--- src/logic/adcsq_map.svh ---
// Register offsets, field positions, reset values and timing counts
`ifndef ADCSQ_MAP_SVH
`define ADCSQ_MAP_SVH

`define ADCSQ_ADDR_W 12
`define ADCSQ_OFF_PINSEL 12'h000
`define ADCSQ_OFF_CTRL 12'h004
`define ADCSQ_OFF_CLKDIV 12'h008
`define ADCSQ_OFF_REF 12'h00C
`define ADCSQ_OFF_RESULT 12'h010

`define ADCSQ_CTRL_START 0
`define ADCSQ_CTRL_BUSY 1
`define ADCSQ_CTRL_PWR 2
`define ADCSQ_CTRL_FLAG 3
`define ADCSQ_CTRL_IE 4

`define ADCSQ_CLKDIV_LSB 0
`define ADCSQ_REF_SEL_LSB 0
`define ADCSQ_REF_VREF_PIN 4
`define ADCSQ_REF_EXT_PIN 5

`define ADCSQ_RST_PINSEL 8'hFF
`define ADCSQ_RST_CLKDIV 3'h0
`define ADCSQ_RST_REF 6'h00

`define ADCSQ_SAMPLE_TICKS 5'h04
`define ADCSQ_CONVERT_TICKS 5'h0C

`endif

--- src/logic/adcsq_pkg.sv ---
// Types shared by the converter sequencing control
package adcsq_pkg;
    typedef enum logic [1:0] {
        ADCSQ_IDLE = 2'b00,
        ADCSQ_SAMPLE = 2'b01,
        ADCSQ_CONVERT = 2'b11
    } adcsq_state_e;

    typedef enum logic [1:0] {
        ADCSQ_REF_SUPPLY = 2'b00,
        ADCSQ_REF_EXT = 2'b01,
        ADCSQ_REF_BANDGAP = 2'b10
    } adcsq_ref_e;
endpackage

--- src/logic/adcsq_clkdiv.sv ---
// Power-of-two converter clock divider, one tick per converter clock
`timescale 1ns/1ps
module adcsq_clkdiv #(
    parameter int SEL_W = 3,
    parameter int CNT_W = 7
) (
    // Clock and reset
    input wire logic pclk,
    input wire logic presetn,
    // Control
    input wire logic clear,
    input wire logic [SEL_W-1:0] sel,
    // Tick out
    output logic tick
);
    logic [CNT_W-1:0] cnt;
    logic [CNT_W-1:0] mask;

    // Code 0 gives a mask of zero, so a tick every cycle
    assign mask = {CNT_W{1'b1}} >> ((CNT_W[SEL_W-1:0]) - sel);

    always_ff @(posedge pclk or negedge presetn) begin
        if (!presetn) begin
            cnt <= '0;
            tick <= 1'b0;
        end else if (clear) begin
            // Preload so the first tick lands one converter clock after start
            cnt <= CNT_W'(1);
            tick <= (mask == '0);
        end else begin
            cnt <= cnt + 1'b1;
            tick <= ((cnt & mask) == mask);
        end
    end
endmodule

--- src/logic/adcsq_top.sv ---
// Converter sequencing control: pins, reference, clock, start and busy
// What this block does
// - Analog-select bit routes pin to converter and disables its other functions.
// - Analog-selected pin always loses its programmed pull-high resistor.
// - Analog selection overrides the pin's port direction control.
// - Reference comes from supply, external reference pin or bandgap.
// - External reference gets gain one to four, bandgap two to four; supply never.
// - Selected reference is driven on reference output pin when chosen.
// - Start bit low-high-low pulse begins one conversion.
// - Busy flag sets once conversion starts and holds during it.
// - Busy flag clears when conversion completes.
// - Completion sets request flag; interrupt only when enable set.
// - Three-bit divider: 000 no division, each step doubles, 111 is 128.
// - Power enable bit powers converter up, clearing powers it down.
// - Conversion takes four sample then twelve convert clocks, then busy clears.
// - Reference field decode: 0000 supply, 0001-0100 ext, 1010-1100 bandgap.
// - Result is twelve bits, full scale all ones.
`timescale 1ns/1ps
`include "adcsq_map.svh"
module adcsq_top import adcsq_pkg::*; #(
    parameter int PINS = 8,
    parameter int RES_W = 12
) (
    // Clock and reset
    input wire logic pclk,
    input wire logic presetn,
    // APB slave
    input wire logic psel,
    input wire logic penable,
    input wire logic pwrite,
    input wire logic [`ADCSQ_ADDR_W-1:0] paddr,
    input wire logic [31:0] pwdata,
    output logic [31:0] prdata,
    output logic pready,
    output logic pslverr,
    // Port settings from the I/O block
    input wire logic [PINS-1:0] port_pullup_req,
    input wire logic [PINS-1:0] port_out_en,
    // Pin routing
    output logic [PINS-1:0] pin_analog_en,
    output logic [PINS-1:0] pin_digital_en,
    output logic [PINS-1:0] pin_pullup_en,
    output logic [PINS-1:0] pin_drive_en,
    // Reference selection
    output adcsq_ref_e ref_source,
    output logic [2:0] ref_gain,
    output logic ref_out_pin_en,
    output logic ext_ref_input_pin_en,
    // Analog core
    input wire logic [RES_W-1:0] core_result,
    output logic converter_power_enable,
    output logic core_sample,
    output logic core_convert,
    output logic core_step,
    // Interrupt request
    output logic conv_irq
);
    logic [PINS-1:0] pin_analog_select_reg;
    logic start_bit;
    logic conversion_busy_flag;
    logic irq_flag;
    logic irq_enable;
    logic [2:0] conv_clock_divider_select;
    logic [3:0] ref_source_select;
    logic vref_pin_sel;
    logic ext_pin_sel;
    logic [RES_W-1:0] result;
    adcsq_state_e state;
    logic [4:0] tick_cnt;
    logic tick;
    logic setup;
    logic wr_go;
    logic [31:0] rd_word;
    logic mapped;
    logic wr_ctrl;
    logic start_go;
    logic start_rise;
    logic done;
    logic last_tick;
    adcsq_ref_e next_ref_source;
    logic [2:0] next_ref_gain;

    assign setup = psel && !penable;
    assign wr_go = psel && penable && pready && pwrite;
    assign wr_ctrl = wr_go && (paddr == `ADCSQ_OFF_CTRL);
    assign start_rise = wr_ctrl && !start_bit && pwdata[`ADCSQ_CTRL_START];
    // Falling start bit after a rise ends the pulse
    assign start_go = wr_ctrl && start_bit && !pwdata[`ADCSQ_CTRL_START]
        && converter_power_enable;
    assign last_tick = tick && (state == ADCSQ_CONVERT)
        && (tick_cnt == `ADCSQ_CONVERT_TICKS - 5'h01);
    assign done = last_tick && converter_power_enable && !start_rise;

    // Read decode
    always_comb begin
        rd_word = 32'h0000_0000;
        mapped = 1'b1;
        unique case (paddr)
            `ADCSQ_OFF_PINSEL: rd_word[PINS-1:0] = pin_analog_select_reg;
            `ADCSQ_OFF_CTRL: begin
                rd_word[`ADCSQ_CTRL_START] = start_bit;
                rd_word[`ADCSQ_CTRL_BUSY] = conversion_busy_flag;
                rd_word[`ADCSQ_CTRL_PWR] = converter_power_enable;
                rd_word[`ADCSQ_CTRL_FLAG] = irq_flag;
                rd_word[`ADCSQ_CTRL_IE] = irq_enable;
            end
            `ADCSQ_OFF_CLKDIV: rd_word[`ADCSQ_CLKDIV_LSB +: 3] = conv_clock_divider_select;
            `ADCSQ_OFF_REF: begin
                rd_word[`ADCSQ_REF_SEL_LSB +: 4] = ref_source_select;
                rd_word[`ADCSQ_REF_VREF_PIN] = vref_pin_sel;
                rd_word[`ADCSQ_REF_EXT_PIN] = ext_pin_sel;
            end
            `ADCSQ_OFF_RESULT: rd_word[RES_W-1:0] = result;
            default: mapped = 1'b0;
        endcase
    end

    // APB answer, one wait-free access phase
    always_ff @(posedge pclk or negedge presetn) begin
        if (!presetn) begin
            pready <= 1'b0;
            pslverr <= 1'b0;
            prdata <= 32'h0000_0000;
        end else begin
            pready <= setup;
            pslverr <= setup && !mapped;
            prdata <= (setup && !pwrite) ? rd_word : 32'h0000_0000;
        end
    end

    // Configuration registers
    always_ff @(posedge pclk or negedge presetn) begin
        if (!presetn) begin
            pin_analog_select_reg <= `ADCSQ_RST_PINSEL;
            conv_clock_divider_select <= `ADCSQ_RST_CLKDIV;
            {ext_pin_sel, vref_pin_sel, ref_source_select} <= `ADCSQ_RST_REF;
        end else if (wr_go) begin
            if (paddr == `ADCSQ_OFF_PINSEL) begin
                pin_analog_select_reg <= pwdata[PINS-1:0];
            end
            if (paddr == `ADCSQ_OFF_CLKDIV) begin
                conv_clock_divider_select <= pwdata[`ADCSQ_CLKDIV_LSB +: 3];
            end
            if (paddr == `ADCSQ_OFF_REF) begin
                ref_source_select <= pwdata[`ADCSQ_REF_SEL_LSB +: 4];
                vref_pin_sel <= pwdata[`ADCSQ_REF_VREF_PIN];
                ext_pin_sel <= pwdata[`ADCSQ_REF_EXT_PIN];
            end
        end
    end

    // Control register bits
    always_ff @(posedge pclk or negedge presetn) begin
        if (!presetn) begin
            start_bit <= 1'b0;
            converter_power_enable <= 1'b0;
            irq_enable <= 1'b0;
        end else if (wr_ctrl) begin
            start_bit <= pwdata[`ADCSQ_CTRL_START];
            converter_power_enable <= pwdata[`ADCSQ_CTRL_PWR];
            irq_enable <= pwdata[`ADCSQ_CTRL_IE];
        end
    end

    // Request flag: write one clears, completion wins over clear
    always_ff @(posedge pclk or negedge presetn) begin
        if (!presetn) begin
            irq_flag <= 1'b0;
        end else if (done) begin
            irq_flag <= 1'b1;
        end else if (wr_ctrl && pwdata[`ADCSQ_CTRL_FLAG]) begin
            irq_flag <= 1'b0;
        end
    end

    always_ff @(posedge pclk or negedge presetn) begin
        if (!presetn) begin
            conv_irq <= 1'b0;
        end else begin
            conv_irq <= (irq_flag || done) && irq_enable;
        end
    end

    // Converter clock divider restarts with each conversion
    adcsq_clkdiv #(
        .SEL_W(3),
        .CNT_W(7)
    ) u_clkdiv (
        .pclk(pclk),
        .presetn(presetn),
        .clear(start_go),
        .sel(conv_clock_divider_select),
        .tick(tick)
    );

    // Conversion sequencer; start rise or power-down aborts
    always_ff @(posedge pclk or negedge presetn) begin
        if (!presetn) begin
            state <= ADCSQ_IDLE;
            tick_cnt <= 5'h00;
        end else if (start_go) begin
            state <= ADCSQ_SAMPLE;
            tick_cnt <= 5'h00;
        end else if (start_rise || !converter_power_enable) begin
            state <= ADCSQ_IDLE;
            tick_cnt <= 5'h00;
        end else if (tick) begin
            unique case (state)
                ADCSQ_IDLE: tick_cnt <= 5'h00;
                ADCSQ_SAMPLE: begin
                    if (tick_cnt == `ADCSQ_SAMPLE_TICKS - 5'h01) begin
                        state <= ADCSQ_CONVERT;
                        tick_cnt <= 5'h00;
                    end else begin
                        tick_cnt <= tick_cnt + 5'h01;
                    end
                end
                ADCSQ_CONVERT: begin
                    if (last_tick) begin
                        state <= ADCSQ_IDLE;
                        tick_cnt <= 5'h00;
                    end else begin
                        tick_cnt <= tick_cnt + 5'h01;
                    end
                end
            endcase
        end
    end

    // Busy flag and core strobes
    always_ff @(posedge pclk or negedge presetn) begin
        if (!presetn) begin
            conversion_busy_flag <= 1'b0;
            core_sample <= 1'b0;
            core_convert <= 1'b0;
            core_step <= 1'b0;
        end else begin
            if (start_go) begin
                conversion_busy_flag <= 1'b1;
            end else if (done || start_rise || !converter_power_enable) begin
                conversion_busy_flag <= 1'b0;
            end
            core_sample <= (state == ADCSQ_SAMPLE);
            core_convert <= (state == ADCSQ_CONVERT);
            core_step <= tick && (state != ADCSQ_IDLE);
        end
    end

    // Result held until the next completion
    always_ff @(posedge pclk or negedge presetn) begin
        if (!presetn) begin
            result <= '0;
        end else if (done) begin
            result <= core_result;
        end
    end

    // Pin routing overrides
    always_ff @(posedge pclk or negedge presetn) begin
        if (!presetn) begin
            pin_analog_en <= '0;
            pin_digital_en <= '0;
            pin_pullup_en <= '0;
            pin_drive_en <= '0;
        end else begin
            pin_analog_en <= pin_analog_select_reg;
            pin_digital_en <= ~pin_analog_select_reg;
            pin_pullup_en <= port_pullup_req & ~pin_analog_select_reg;
            pin_drive_en <= port_out_en & ~pin_analog_select_reg;
        end
    end

    // Reference decode
    always_comb begin
        next_ref_source = ADCSQ_REF_SUPPLY;
        next_ref_gain = 3'h1;
        unique case (ref_source_select)
            4'h1, 4'h2, 4'h3, 4'h4: begin
                next_ref_source = ADCSQ_REF_EXT;
                next_ref_gain = ref_source_select[2:0];
            end
            4'hA, 4'hB, 4'hC: begin
                next_ref_source = ADCSQ_REF_BANDGAP;
                next_ref_gain = 3'(ref_source_select - 4'h8);
            end
            default: begin
                next_ref_source = ADCSQ_REF_SUPPLY;
                next_ref_gain = 3'h1;
            end
        endcase
    end

    always_ff @(posedge pclk or negedge presetn) begin
        if (!presetn) begin
            ref_source <= ADCSQ_REF_SUPPLY;
            ref_gain <= 3'h1;
            ref_out_pin_en <= 1'b0;
            ext_ref_input_pin_en <= 1'b0;
        end else begin
            ref_source <= next_ref_source;
            ref_gain <= next_ref_gain;
            ref_out_pin_en <= vref_pin_sel;
            ext_ref_input_pin_en <= ext_pin_sel;
        end
    end

    // Busy cycles since the last start, for the length check
    logic [11:0] busy_run;
    logic [11:0] conv_len_exp;

    assign conv_len_exp = (12'h010 << conv_clock_divider_select) - 12'h001;

    always_ff @(posedge pclk or negedge presetn) begin
        if (!presetn) begin
            busy_run <= 12'h000;
        end else if (start_go) begin
            busy_run <= 12'h000;
        end else if (conversion_busy_flag) begin
            busy_run <= busy_run + 12'h001;
        end
    end
endmodule

--- config.mk ---
export PLATFORM = sky130hd
export DESIGN_NAME = adcsq_top
export DESIGN_NICKNAME = d
export VERILOG_FILES = /design/src/logic/adcsq_pkg.sv /design/src/logic/adcsq_clkdiv.sv /design/src/logic/adcsq_top.sv
export VERILOG_INCLUDE_DIRS = /design/src /design/src/logic
export SDC_FILE = /design/constraint.sdc
export NUM_CORES = 1
export LEC_CHECK = 0
export ABC_CLOCK_PERIOD_IN_PS = 3900
export BUFFER_PORTS_ARGS = -buffer_cell sky130_fd_sc_hd__buf_2
export CAP_MARGIN = 10
export CORE_ASPECT_RATIO = 0.5
export CORE_UTILIZATION = 38
export DETAILED_ROUTE_END_ITERATION = 7
export GPL_ROUTABILITY_DRIVEN = 0
export GPL_TIMING_DRIVEN = 0
export HOLD_SLACK_MARGIN = 0.08
export SYNTH_ARGS = -nofsm -noshare
export SYNTH_HDL_FRONTEND = slang
export SYNTH_SLANG_ARGS = --single-unit
--- constraint.sdc ---
create_clock -name pclk -period 3.9 [get_ports pclk]
set_input_delay 0.585 -clock pclk [delete_from_list [all_inputs] [get_ports pclk]]
set_output_delay 0.585 -clock pclk [all_outputs]
set_load 0.01 [all_outputs]
After elaboration in Yosys (flattened, before gate mapping). Index checks and enable logic that the tools add are counted.

Memories: 0. Register bits after elaboration: 106. Memory bits (read-only): 0. Latch bits: 0. Bits in writable memories: 0.

Reductions and logical operators: 45. Bitwise operators: 4. Multiplexer cells: 27. Multiply operators: 0. Shift operators: 1. Divide/modulo/power cells: 0. Add/sub/neg operators: 4. Equal/unequal tests: 18. Magnitude comparators: 0.

Operators by type and width (count): $mux 5 (5); $eq 12x4->1 const B (2); $logic_and 1x1->1 (19); $and 8x8->8 (2); $pmux 3 s5 (1); $pmux 5 s3 (1); $eq 12x3->1 const B (1); $eq 12x5->1 const B (1); $eq 4x4->1 const B (3); $logic_not 12->1 (1); $mux 12 (1); $pmux 2 s2 (3); $mux 2 (5); $eq 4x2->1 const B (2); $not 8->8 (1); $pmux 2 s4 (1); $add 7x1->7 const B (1); $and 7x7->7 (1); $eq 7x7->1 (1); $logic_not 1->1 (7); $logic_not 7->1 (1); $mux 7 (1); $shr 7x3->7 const A (1); $mux 1 (6); other kinds (24) (31).

Logic depth before layout (Yosys ltp). Gate-level depths: netlist of the first run.

Word-level depth: 12. Gate-level depth with buffers: 7.

Modules after synthesis. Synthesis of the first run repeated with hierarchy kept, for this count alone.

Cells, all modules: 357. Area total of the unflattened synthesis: 4469.3 um^2.

Modules (own cells, without submodules): adcsq_top (area each 4076.4 um^2, cells an instance 319, instances 1); adcsq_clkdiv (area each 392.9 um^2, cells an instance 38, instances 1).

Worst setup path after synthesis of the first run. No wires, ideal clock.

Path kind: in2reg. From: in paddr[4]. To: reg result[10]. Buffers on the path: 2. Library setup time: 0.127 ns. Path slack: 1.621 ns. Arrival time: 2.151 ns. Stages: 7. Cell sequence: buf_4 > and2b_1 > nand2b_1 > or3_1 > o21ai_4 > buf_6 > mux2_1.

Longest elaborated chain between the ends: 6.

RTL lines: from (decl) (RTL line adcsq_top.sv:31) `` input wire logic [`ADCSQ_ADDR_W-1:0] paddr, ``; $eq 12x3->1; $logic_and 1x1->1 (RTL line adcsq_top.sv:85) `` assign wr_ctrl = wr_go && (paddr == `ADCSQ_OFF_CTRL); ``; $logic_and 1x1->1 (2 in a row) (RTL line adcsq_top.sv:86) `` assign start_rise = wr_ctrl && !start_bit && pwdata[`ADCSQ_CTRL_START]; ``; $logic_not 1->1 (RTL line adcsq_top.sv:92) `assign done = last_tick && converter_power_enable && !start_rise;`; $logic_and 1x1->1 (RTL line adcsq_top.sv:92); to (signal assigned) (RTL line adcsq_top.sv:254) `result <= core_result;`; to (decl) (RTL line adcsq_top.sv:67) `logic [RES_W-1:0] result;`.

Every way passes these cells. A chain may end at the register's enable or synchronous reset.

Final worst setup path of the first run.
From: in paddr[5]. To: reg pin_analog_select_reg[4].

Longest elaborated chain between the ends: 2.

RTL lines: $logic_not 12->1; $reduce_and 2->1 (no line); to (signal assigned) (RTL line adcsq_top.sv:134) `` pin_analog_select_reg <= `ADCSQ_RST_PINSEL; ``; to (signal assigned) (RTL line adcsq_top.sv:139) `pin_analog_select_reg <= pwdata[PINS-1:0];`; to (decl) (RTL line adcsq_top.sv:58) `logic [PINS-1:0] pin_analog_select_reg;`.

Every way passes these cells.

==> flow_summary.yaml, run 1 <==
timing:
  rsz0062_at_grt: "no"
  fin_crit_sh_pct: 63.7
  skew_ns: 0.00473
  slew_violations: 0
  worst_pin_slew_ns: 0.958
  finalCriticalPeriod_ns: 2.48
  clock.fmax_mhz: 402
  finalSetupTns_ns: 0
  hold_viol: 0
  setup_viol: 0
  slew_headroom_pct: 35.6
synth:
  netlist_instances: 364
  async_flop_share_pct: 100
  yosysMostFrequentCell: "dfrtp_1"
  synth_edf_count: 0
  synth_top_area_share_pct: 55.5
  ys_seq_area_share_pct: 60.9
  synthTopCellsByArea: "dfrtp_1, dfstp_2, mux2_2"
  synth_top_cell_by_area: "dfrtp_1"
  avgSynthCellArea_sq_um: 12.0
  synthTopCellsByCount: "dfrtp_1, nor2_1, nor2b_1"
  synth.distinct_cells: 47
  ys_seq_elements: 106
  netlist_area_sq_mm: 0.00437
  ys_warn_count: 0
  synth_flop_cell: "dfrtp_1"
global_routing:
  grt_use_total_pct: 16.2
  overflow: 0
  grt_max_degree: 57
  grt_pass1_vias: 2919
  grt_pass1_wl_um: 15000
  antenna_found_initial: 0
drt:
  via_count: 3043
  wl_um: 9140
  drtAntennaViolNets: 0
  first_pass_iters: 4
  wl_per_cell_um: 14.0
  drtIter0Drc: 170
  drc: 0
  post_drt_via_cell_ratio: 4.66
clocking:
  hold_buffers: 0
  cts_setup_buffers: 0
  clk_pin_slew_worst_paths_ns: 0.07
  clk_latency_ns: 0.34
  h-tree-depth: 3
  numCtsBuffers: 9
  ctsResizeCount: 0
  cts_buffer_depth: 2
  cts.sinks: 106
  cts_root_buf: "clkbuf_16"
  cts_tree: "built"
die:
  rows: 27
  core_sq_mm: 0.0111
  initial_utilization_pct: 39.4
  die_w_um: 154
  die_area_sq_mm: 0.0120
  die_h_um: 77.9
  io_pins: 155
pwr:
  power.density_mw_per_mm2: 379
  power.static_leakage_nw: 2.84
  vdd_ir_drop_max_v: 0.000174
  p_total_mw: 2.08
finish:
  final_cells: 653
  fill_cells: 1047
  drive_gt1_share_pct: 35.0
  reg_top3: "prdata: 12 flops, result: 12 flops"
  area_growth_pct: 25.5
  layout.nets: 582
  diodes: 0
setup_path:
  critPathCapture: "pin_analog_select_reg[4]$_DFFE_PN1P_"
  reg2reg_from: "pready$_DFF_PN0_"
  r2r_slack_ns: 1.82
  critPathCaptureType: "flip-flop"
  startpoint: "paddr[5]"
  critPathMaxFanout: 10
  worstSetupStartpointType: "primary input"
  required_ns: 4.16
  ff2ff_path_depth: 5
  path_class: "in2reg"
  r2r_end: "pin_analog_select_reg[4]$_DFFE_PN1P_"
  critPathArrivalTime_ns: 2.74
placement:
  place_inst: 637
  dp_hpwl_um: 6780
  portBuffers: 108
status:
  outcome: "complete, no violations"
run:
  max-cap-violations: 0
hold_path:
  hold_class: "in2async"
-- routing by layer --
layer	part of all wire (%)	routed length (um)	up-vias	track usage [%]
li1	-	-	1481	-
met2	46	4190	84	25.0
met3	4.9	445	11	3.97
met4	1.2	110	0	4.60
met5	0	0	-	0
met1	48	4400	1467	22.6
-- cell families after synthesis --
group                    Yosys count  synth area share (%)
AO/OA/AOI/OAI                     51                  7.49
XOR/XNOR                           6                  1.20
adder cells (fa/ha/maj)            2                 0.572
buffers and inverters             41                  5.49
flip-flops                       106                  60.9
multiplexers                      31                  7.75
other                              1                0.0857
AND/OR/NAND/NOR                  126                  16.5
-- how the worst min path moves through the flow --
stage / endpoint / slack [ns] / cells past startpoint
2_1_floorplan: conv_clock_divider_select[0]$_DFFE_PN0P_ / 0.29 / 0
3_3_place_gp: ext_ref_input_pin_en$_DFF_PN0_ / 0.39 / 0
3_5_place_dp: ref_out_pin_en$_DFF_PN0_ / 0.39 / 0
4_1_cts: core_sample$_DFF_PN0_ / 0.31 / 1
5_1_grt: core_sample$_DFF_PN0_ / 0.34 / 1
6_report: core_sample$_DFF_PN0_ / 0.28 / 1
-- critical path: stages --
cell and delay (ns):
buf_2 0.09, nor3_1 0.39, nand3_1 0.22, nor4_2 0.83, clkbuf_1 0.43, nand2_1 0.10, o21ai_0 0.09
-- layout by cell type (no fill, tap or decap), types with 7 or more instances in the layout --
master	instances
buf_2	107
dfrtp_1	97
nor2_1	28
nor2b_1	23
buf_4	22
conb_1	20
nand2_1	15
o21ai_0	15
mux2_2	15
nand3_1	13
inv_1	13
a21oi_1	11
clkbuf_16	9
dfstp_2	9
and2_1	8
and3_1	8
nand2b_1	8
mux2i_1	8
mux2_1	8
clkbuf_1	7
-- through the flow --
stage | hold slack (ns) | worst slack, ns | instance area, sq um | utilization (%)
final | 0.280 | 1.42 | 5490 | 49.4
after global routing | 0.342 | 1.17 | 5490 | 49.4
after floorplan | 0.289 | 1.62 | 4450 | -
after CTS | 0.307 | 1.41 | 5490 | 49.4
after detailed placement | 0.395 | 1.06 | 5200 | 46.8
after global placement | 0.389 | 1.01 | 5170 | 46.5
-- area by class of cell --
cell class / count / area, sq um / area share (%)
multi-input combinational: 236 / 1540 / 28.1
clock buffer: 13 / 270 / 4.92
tap: 145 / 181 / 3.30
timing repair buffer: 109 / 571 / 10.4
inverter: 13 / 48.8 / 0.889
sequential: 106 / 2660 / 48.5
clock inverter: 3 / 22.5 / 0.410
buffer: 28 / 191 / 3.49
-- power breakdown --
| part | leakage [nW] | internal [mW] | switching (mW) |
|---|---|---|---|
| sequential | 1.37 | 1.10 | 0.000737 |
| combinational | 1.32 | 0.0466 | 0.0604 |
| clock | 0.146 | 0.487 | 0.386 |
| total | 2.84 | 1.63 | 0.447 |
(Power assumes the default switching activity.)
==> inputs of run 2 (changes only) <==
ABC_AREA = 1   (was default)
ABC_CLOCK_PERIOD_IN_PS = 2400   (was 3900)
clock period = 2.4 ns   (was 3.9 ns; I/O delays follow)
==> flow_summary.yaml, run 2 <==
setup_path:
  cpPeakStageDelay_ns: 0.35
  path_depth: 7
  slowest_stage: "dfrtp_1"
  reg2reg_from: "pready$_DFF_PN0_"
  worstSetupStartpointType: "flip-flop"
  required_ns: 2.64
  critPathArrivalTime_ns: 1.95
  cpMostUsedCell: "nor2_1"
  critical_path.top_delay_family: "simple AND/OR/NAND/NOR gates"
  r2r_end: "tick_cnt[3]$_DFFE_PN0P_"
  startpoint: "pready$_DFF_PN0_"
  path_class: "reg2reg"
  r2r_slack_ns: 0.69
  critPathMaxFanout: 9
  critPathCapture: "tick_cnt[3]$_DFFE_PN0P_"
  crit_chain: "nand3_1 -> nor2_2 -> nand3_2 -> nor2_1 -> inv_2 -> nand2_4 -> nor2_1"
  worst-path-buf-inv: 1
  critPathCaptureType: "flip-flop"
  ff2ff_path_depth: 7
synth:
  synth_edf_count: 0
  avgSynthCellArea_sq_um: 9.08
  netlist_area_sq_mm: 0.00457
  synth_top_cell_by_area: "dfrtp_1"
  synthTopCellsByArea: "dfrtp_1, nand2_1, inv_1"
  ys_seq_area_share_pct: 58.3
  synth_flop_cell: "dfrtp_1"
  yosysMostFrequentCell: "nand2_1"
  ys_seq_elements: 106
  synth.distinct_cells: 39
  synth_top_area_share_pct: 53.1
  ys_warn_count: 0
  async_flop_share_pct: 100
  synthTopCellsByCount: "nand2_1, dfrtp_1, inv_1"
  netlist_instances: 503
pwr:
  power.density_mw_per_mm2: 603
  vdd_ir_drop_max_v: 0.000312
  power.static_leakage_nw: 3.12
  p_total_mw: 3.46
finish:
  fin_util_pct: 50.6
  layout_common_cells: "buf_2, nand2_1, dfrtp_1"
  reg_top3: "prdata: 12 flops, result: 12 flops"
  area_growth_pct: 25.6
  final_cells: 810
  layout.nets: 724
  drive_gt1_share_pct: 28.2
  final_common_cell: "buf_2"
clocking:
  h-tree-depth: 3
  ctsResizeCount: 0
  clk_latency_ns: 0.34
  cts_tree: "built"
  cts_root_buf: "clkbuf_16"
  cts_buffer_depth: 2
  cts_setup_buffers: 0
  cts.sinks: 106
  hold_buffers: 1
  numCtsBuffers: 9
  clk_pin_slew_worst_paths_ns: 0.07
drt:
  via_count: 3500
  drtAntennaViolNets: 0
  wl_um: 9450
  post_drt_via_cell_ratio: 4.32
  wl_per_cell_um: 11.7
  drtIter0Drc: 148
  first_pass_iters: 4
  drc: 0
die:
  die_area_sq_mm: 0.0125
  io_pins: 155
  initial_utilization_pct: 40.3
  rows: 27
  die_w_um: 157
  core_sq_mm: 0.0114
  die_h_um: 79.5
placement:
  dp_worst_setup_slack_ns: 0.544
  portBuffers: 110
  dp_hpwl_um: 7060
  place_inst: 792
hold_path:
  hold_start: "port_out_en[2]"
  whs_path_depth: 3
  hold_class: "in2reg"
timing:
  hold_viol: 0
  clock.fmax_mhz: 584
  fin_crit_sh_pct: 71.3
  skew_ns: 0.00472
  setup_viol: 0
  slew_violations: 0
  fin_ws_ns: 0.688
  rsz0062_at_grt: "no"
  slew_headroom_pct: 61.4
  finalCriticalPeriod_ns: 1.71
  worst_pin_slew_ns: 0.579
run:
  max-cap-violations: 0
global_routing:
  antenna_found_initial: 1
  grt_pass1_wl_um: 15500
  grt_use_total_pct: 16.2
  overflow: 0
  grt_pass1_vias: 3298
  grt_max_degree: 64
status:
  outcome: "complete, no violations"
## run 2: stage by stage
stage	hold WS (ns)	TNS [ns]	instance area, sq um
finish	0.212	0	5740
global route	0.204	0	5740
CTS	0.194	0	5740
detailed placement	0.399	0	5420
global placement	0.394	-20.71	5390
floorplan	0.0644	0	4640
## run 2: area by class of cell
cell class | count | area [sq um]
Fill cell | 1090 | 5610
Buffer | 25 | 196
Multi-Input combinational cell | 306 | 1460
Sequential cell | 106 | 2660
Clock inverter | 6 | 66.3
Inverter | 85 | 319
Antenna cell | 1 | 2.50
Clock buffer | 10 | 239
Timing Repair Buffer | 112 | 591
Tap cell | 159 | 199
## run 2: worst min path at each step
stage,slack (ns),to
after floorplan,0.06,conv_clock_divider_select[0]$_DFFE_PN0P_
after global placement,0.39,ref_out_pin_en$_DFF_PN0_
after detailed placement,0.40,ref_out_pin_en$_DFF_PN0_
after CTS,0.19,pslverr$_DFF_PN0_
after global routing,0.20,pin_drive_en[5]$_DFF_PN0_
final,0.21,pin_drive_en[2]$_DFF_PN0_
## run 2: worst register-to-register path, stage by stage, from the launching register on
cell     delay [ns]
dfrtp_1        0.35
nand3_1        0.11
nor2_2         0.33
nand3_2        0.28
nor2_1         0.22
inv_2          0.14
nand2_4        0.13
nor2_1         0.06
## run 2: cell families (layout without fill, tap and decap cells)
logic type | after synthesis | in the layout | synth area share, %
adders and majority gates | 2 | 2 | 0.548
and+or+nand+nor | 224 | 224 | 21.7
DFF | 106 | 106 | 58.3
muxes | 1 | 1 | 0.219
buffers and inverters | 110 | 238 | 11.3
other | 1 | 21 | 0.0821
AOI/OAI and AO/OA | 56 | 56 | 7.28
xor gates and xnor gates | 3 | 3 | 0.575
## run 2: layer usage
metal	vias to the layer above	GRT usage, %	wire length (um)	share of wire (%)
met2	94	25.5	4270	45
met5	-	0	0	0
met1	1597	21.1	4520	48
met4	0	5.83	92	0.97
met3	7	4.99	562	6.0
li1	1802	-	-	-
## run 2: power by group
group          switching [mW]  leakage [nW]  internal (mW)
Sequential            0.00289          1.36           1.80
Combinational           0.109          1.62         0.0762
Clock                   0.637         0.141          0.836
Total                   0.749          3.12           2.71
==> inputs of run 3 (changes only) <==
ABC_CLOCK_PERIOD_IN_PS = 1500   (was 2400)
PLACE_DENSITY = 0.66   (was default)
clock period = 1.5 ns   (was 2.4 ns; I/O delays follow)
==> flow_summary.yaml, run 3 (synthesis results as in run 2) <==
die:
  rows: 27
  core_sq_mm: 0.0114
  die_area_sq_mm: 0.0125
  die_h_um: 79.5
  initial_utilization_pct: 40.3
  io_pins: 155
  die_w_um: 157
pwr:
  vdd_ir_drop_max_v: 0.000588
  power.static_leakage_nw: 3.18
  power.density_mw_per_mm2: 958
  p_total_mw: 5.63
timing:
  fin_crit_sh_pct: 93.3
  skew_ns: 0.00668
  finalCriticalPeriod_ns: 1.40
  setup_viol: 0
  clock.fmax_mhz: 715
  hold_viol: 0
  slew_violations: 0
  slew_headroom_pct: 54.8
  worst_pin_slew_ns: 0.679
  holdWs_ns: 0.0846
setup_path:
  critPathCaptureType: "flip-flop"
  critPathArrivalTime_ns: 1.68
  path_class: "reg2reg"
  worstSetupStartpointType: "flip-flop"
  critPathMaxFanout: 5
  required_ns: 1.78
drt:
  wl_per_cell_um: 12.0
  drc: 0
  via_count: 3634
  first_pass_iters: 4
  drtIter0Drc: 197
  drtAntennaViolNets: 0
  wl_um: 9850
  post_drt_via_cell_ratio: 4.42
finish:
  fin_util_pct: 51.8
  drive_gt1_share_pct: 28.7
  layout.nets: 736
  layout_common_cells: "buf_2, nand2_1, dfrtp_1"
  fin_area_sq_mm: 0.00588
  area_growth_pct: 28.6
  reg_top3: "prdata: 12 flops, result: 12 flops"
  final_common_cell: "buf_2"
global_routing:
  grt_use_total_pct: 16.6
  grt_max_degree: 56
  overflow: 0
  grt_pass1_wl_um: 15900
  grt_pass1_vias: 3367
  antenna_found_initial: 1
clocking:
  numCtsBuffers: 9
  cts_tree: "built"
  clk_pin_slew_worst_paths_ns: 0.07
  clk_latency_ns: 0.34
  cts.sinks: 106
  cts_root_buf: "clkbuf_16"
  cts_buffer_depth: 2
  h-tree-depth: 3
status:
  outcome: "complete, no violations"
placement:
  portBuffers: 110
  placed_area_sq_mm: 0.00542
  dp_hpwl_um: 7300
run:
  max-cap-violations: 0
hold_path:
  hold_class: "in2reg"
-- run 3: cell count changes in the layout (fill, tap and decap cells not counted), sizes merged --
cell         delta
bufinv          +1
clkinv          -1
dlygate4sd3     +7
clkbuf          +2
clkinvlp        -3
buf             +6
-- run 3: path summary, 6_finish.rpt --
path,slack [ns],cells past startpoint,startpoint,end
min in group asynchronous,0.47,2,presetn,pin_drive_en[1]$_DFF_PN0_
min,0.08,3,port_out_en[2],pin_drive_en[2]$_DFF_PN0_
max,0.10,7,tick_cnt[2]$_DFFE_PN0P_,state[0]$_DFFE_PN0P_
min reg2reg,0.42,0,ext_pin_sel$_DFFE_PN0P_,ext_ref_input_pin_en$_DFF_PN0_
max reg2reg,0.10,7,tick_cnt[2]$_DFFE_PN0P_,state[0]$_DFFE_PN0P_
max in group asynchronous,0.28,3,presetn,pin_analog_select_reg[4]$_DFFE_PN1P_
-- run 3: worst max-delay path, stage by stage (launching register included) --
cell and delay [ns]:
dfrtp_1 0.43, nor2_1 0.20, nand3_1 0.17, a21oi_2 0.22, nand3_1 0.09, nor2_1 0.11, nor2_1 0.05, nand2_1 0.06
-- run 3: through the flow --
stage | setup slack [ns] | setup TNS (ns) | std cells
floorplan | 0.109 | 0 | 522
global placement | -0.953 | -99.65 | 791
detailed placement | -0.221 | -5.77 | 792
CTS | 0.0168 | 0 | 819
global route | -0.00378 | -0.00958 | 821
finish | 0.100 | 0 | 822
-- run 3: metal layers --
layer / part of all wire, % / global-route usage [%] / wire, um / up-vias
met3: 5.8 / 4.78 / 567 / 8
met1: 45 / 21.0 / 4420 / 1715
met2: 49 / 28.0 / 4790 / 91
met4: 0.74 / 4.17 / 73 / 0
li1: - / - / - / 1820
met5: 0 / 0 / 0 / -
-- run 3: area by class of cell --
cell class                 instances  area, sq um
antenna                            1         2.50
clock inverter                     3         65.1
buffer                            25          198
clock buffer                      13          240
timing repair buffer             124          698
tap                              159          199
fill                            1065         5470
multi-input combinational        306         1490
sequential                       106         2660
inverter                          85          319
-- run 3: where the power goes --
group / leakage [nW] / switching, mW / internal (mW) / total, mW
logic: 1.67 / 0.178 / 0.135 / 0.313
clock network: 0.148 / 0.971 / 1.46 / 2.43
registers: 1.36 / 0.00413 / 2.88 / 2.88
-- run 3: timing repair --
item,CTS,global route
gates resized for setup,5,6
endpoints found under the hold margin,56,0
hold buffers,8,0
pin swaps,1,3
gates cloned,0,0
setup buffers,3,2
endpoints found under the setup margin,27,25
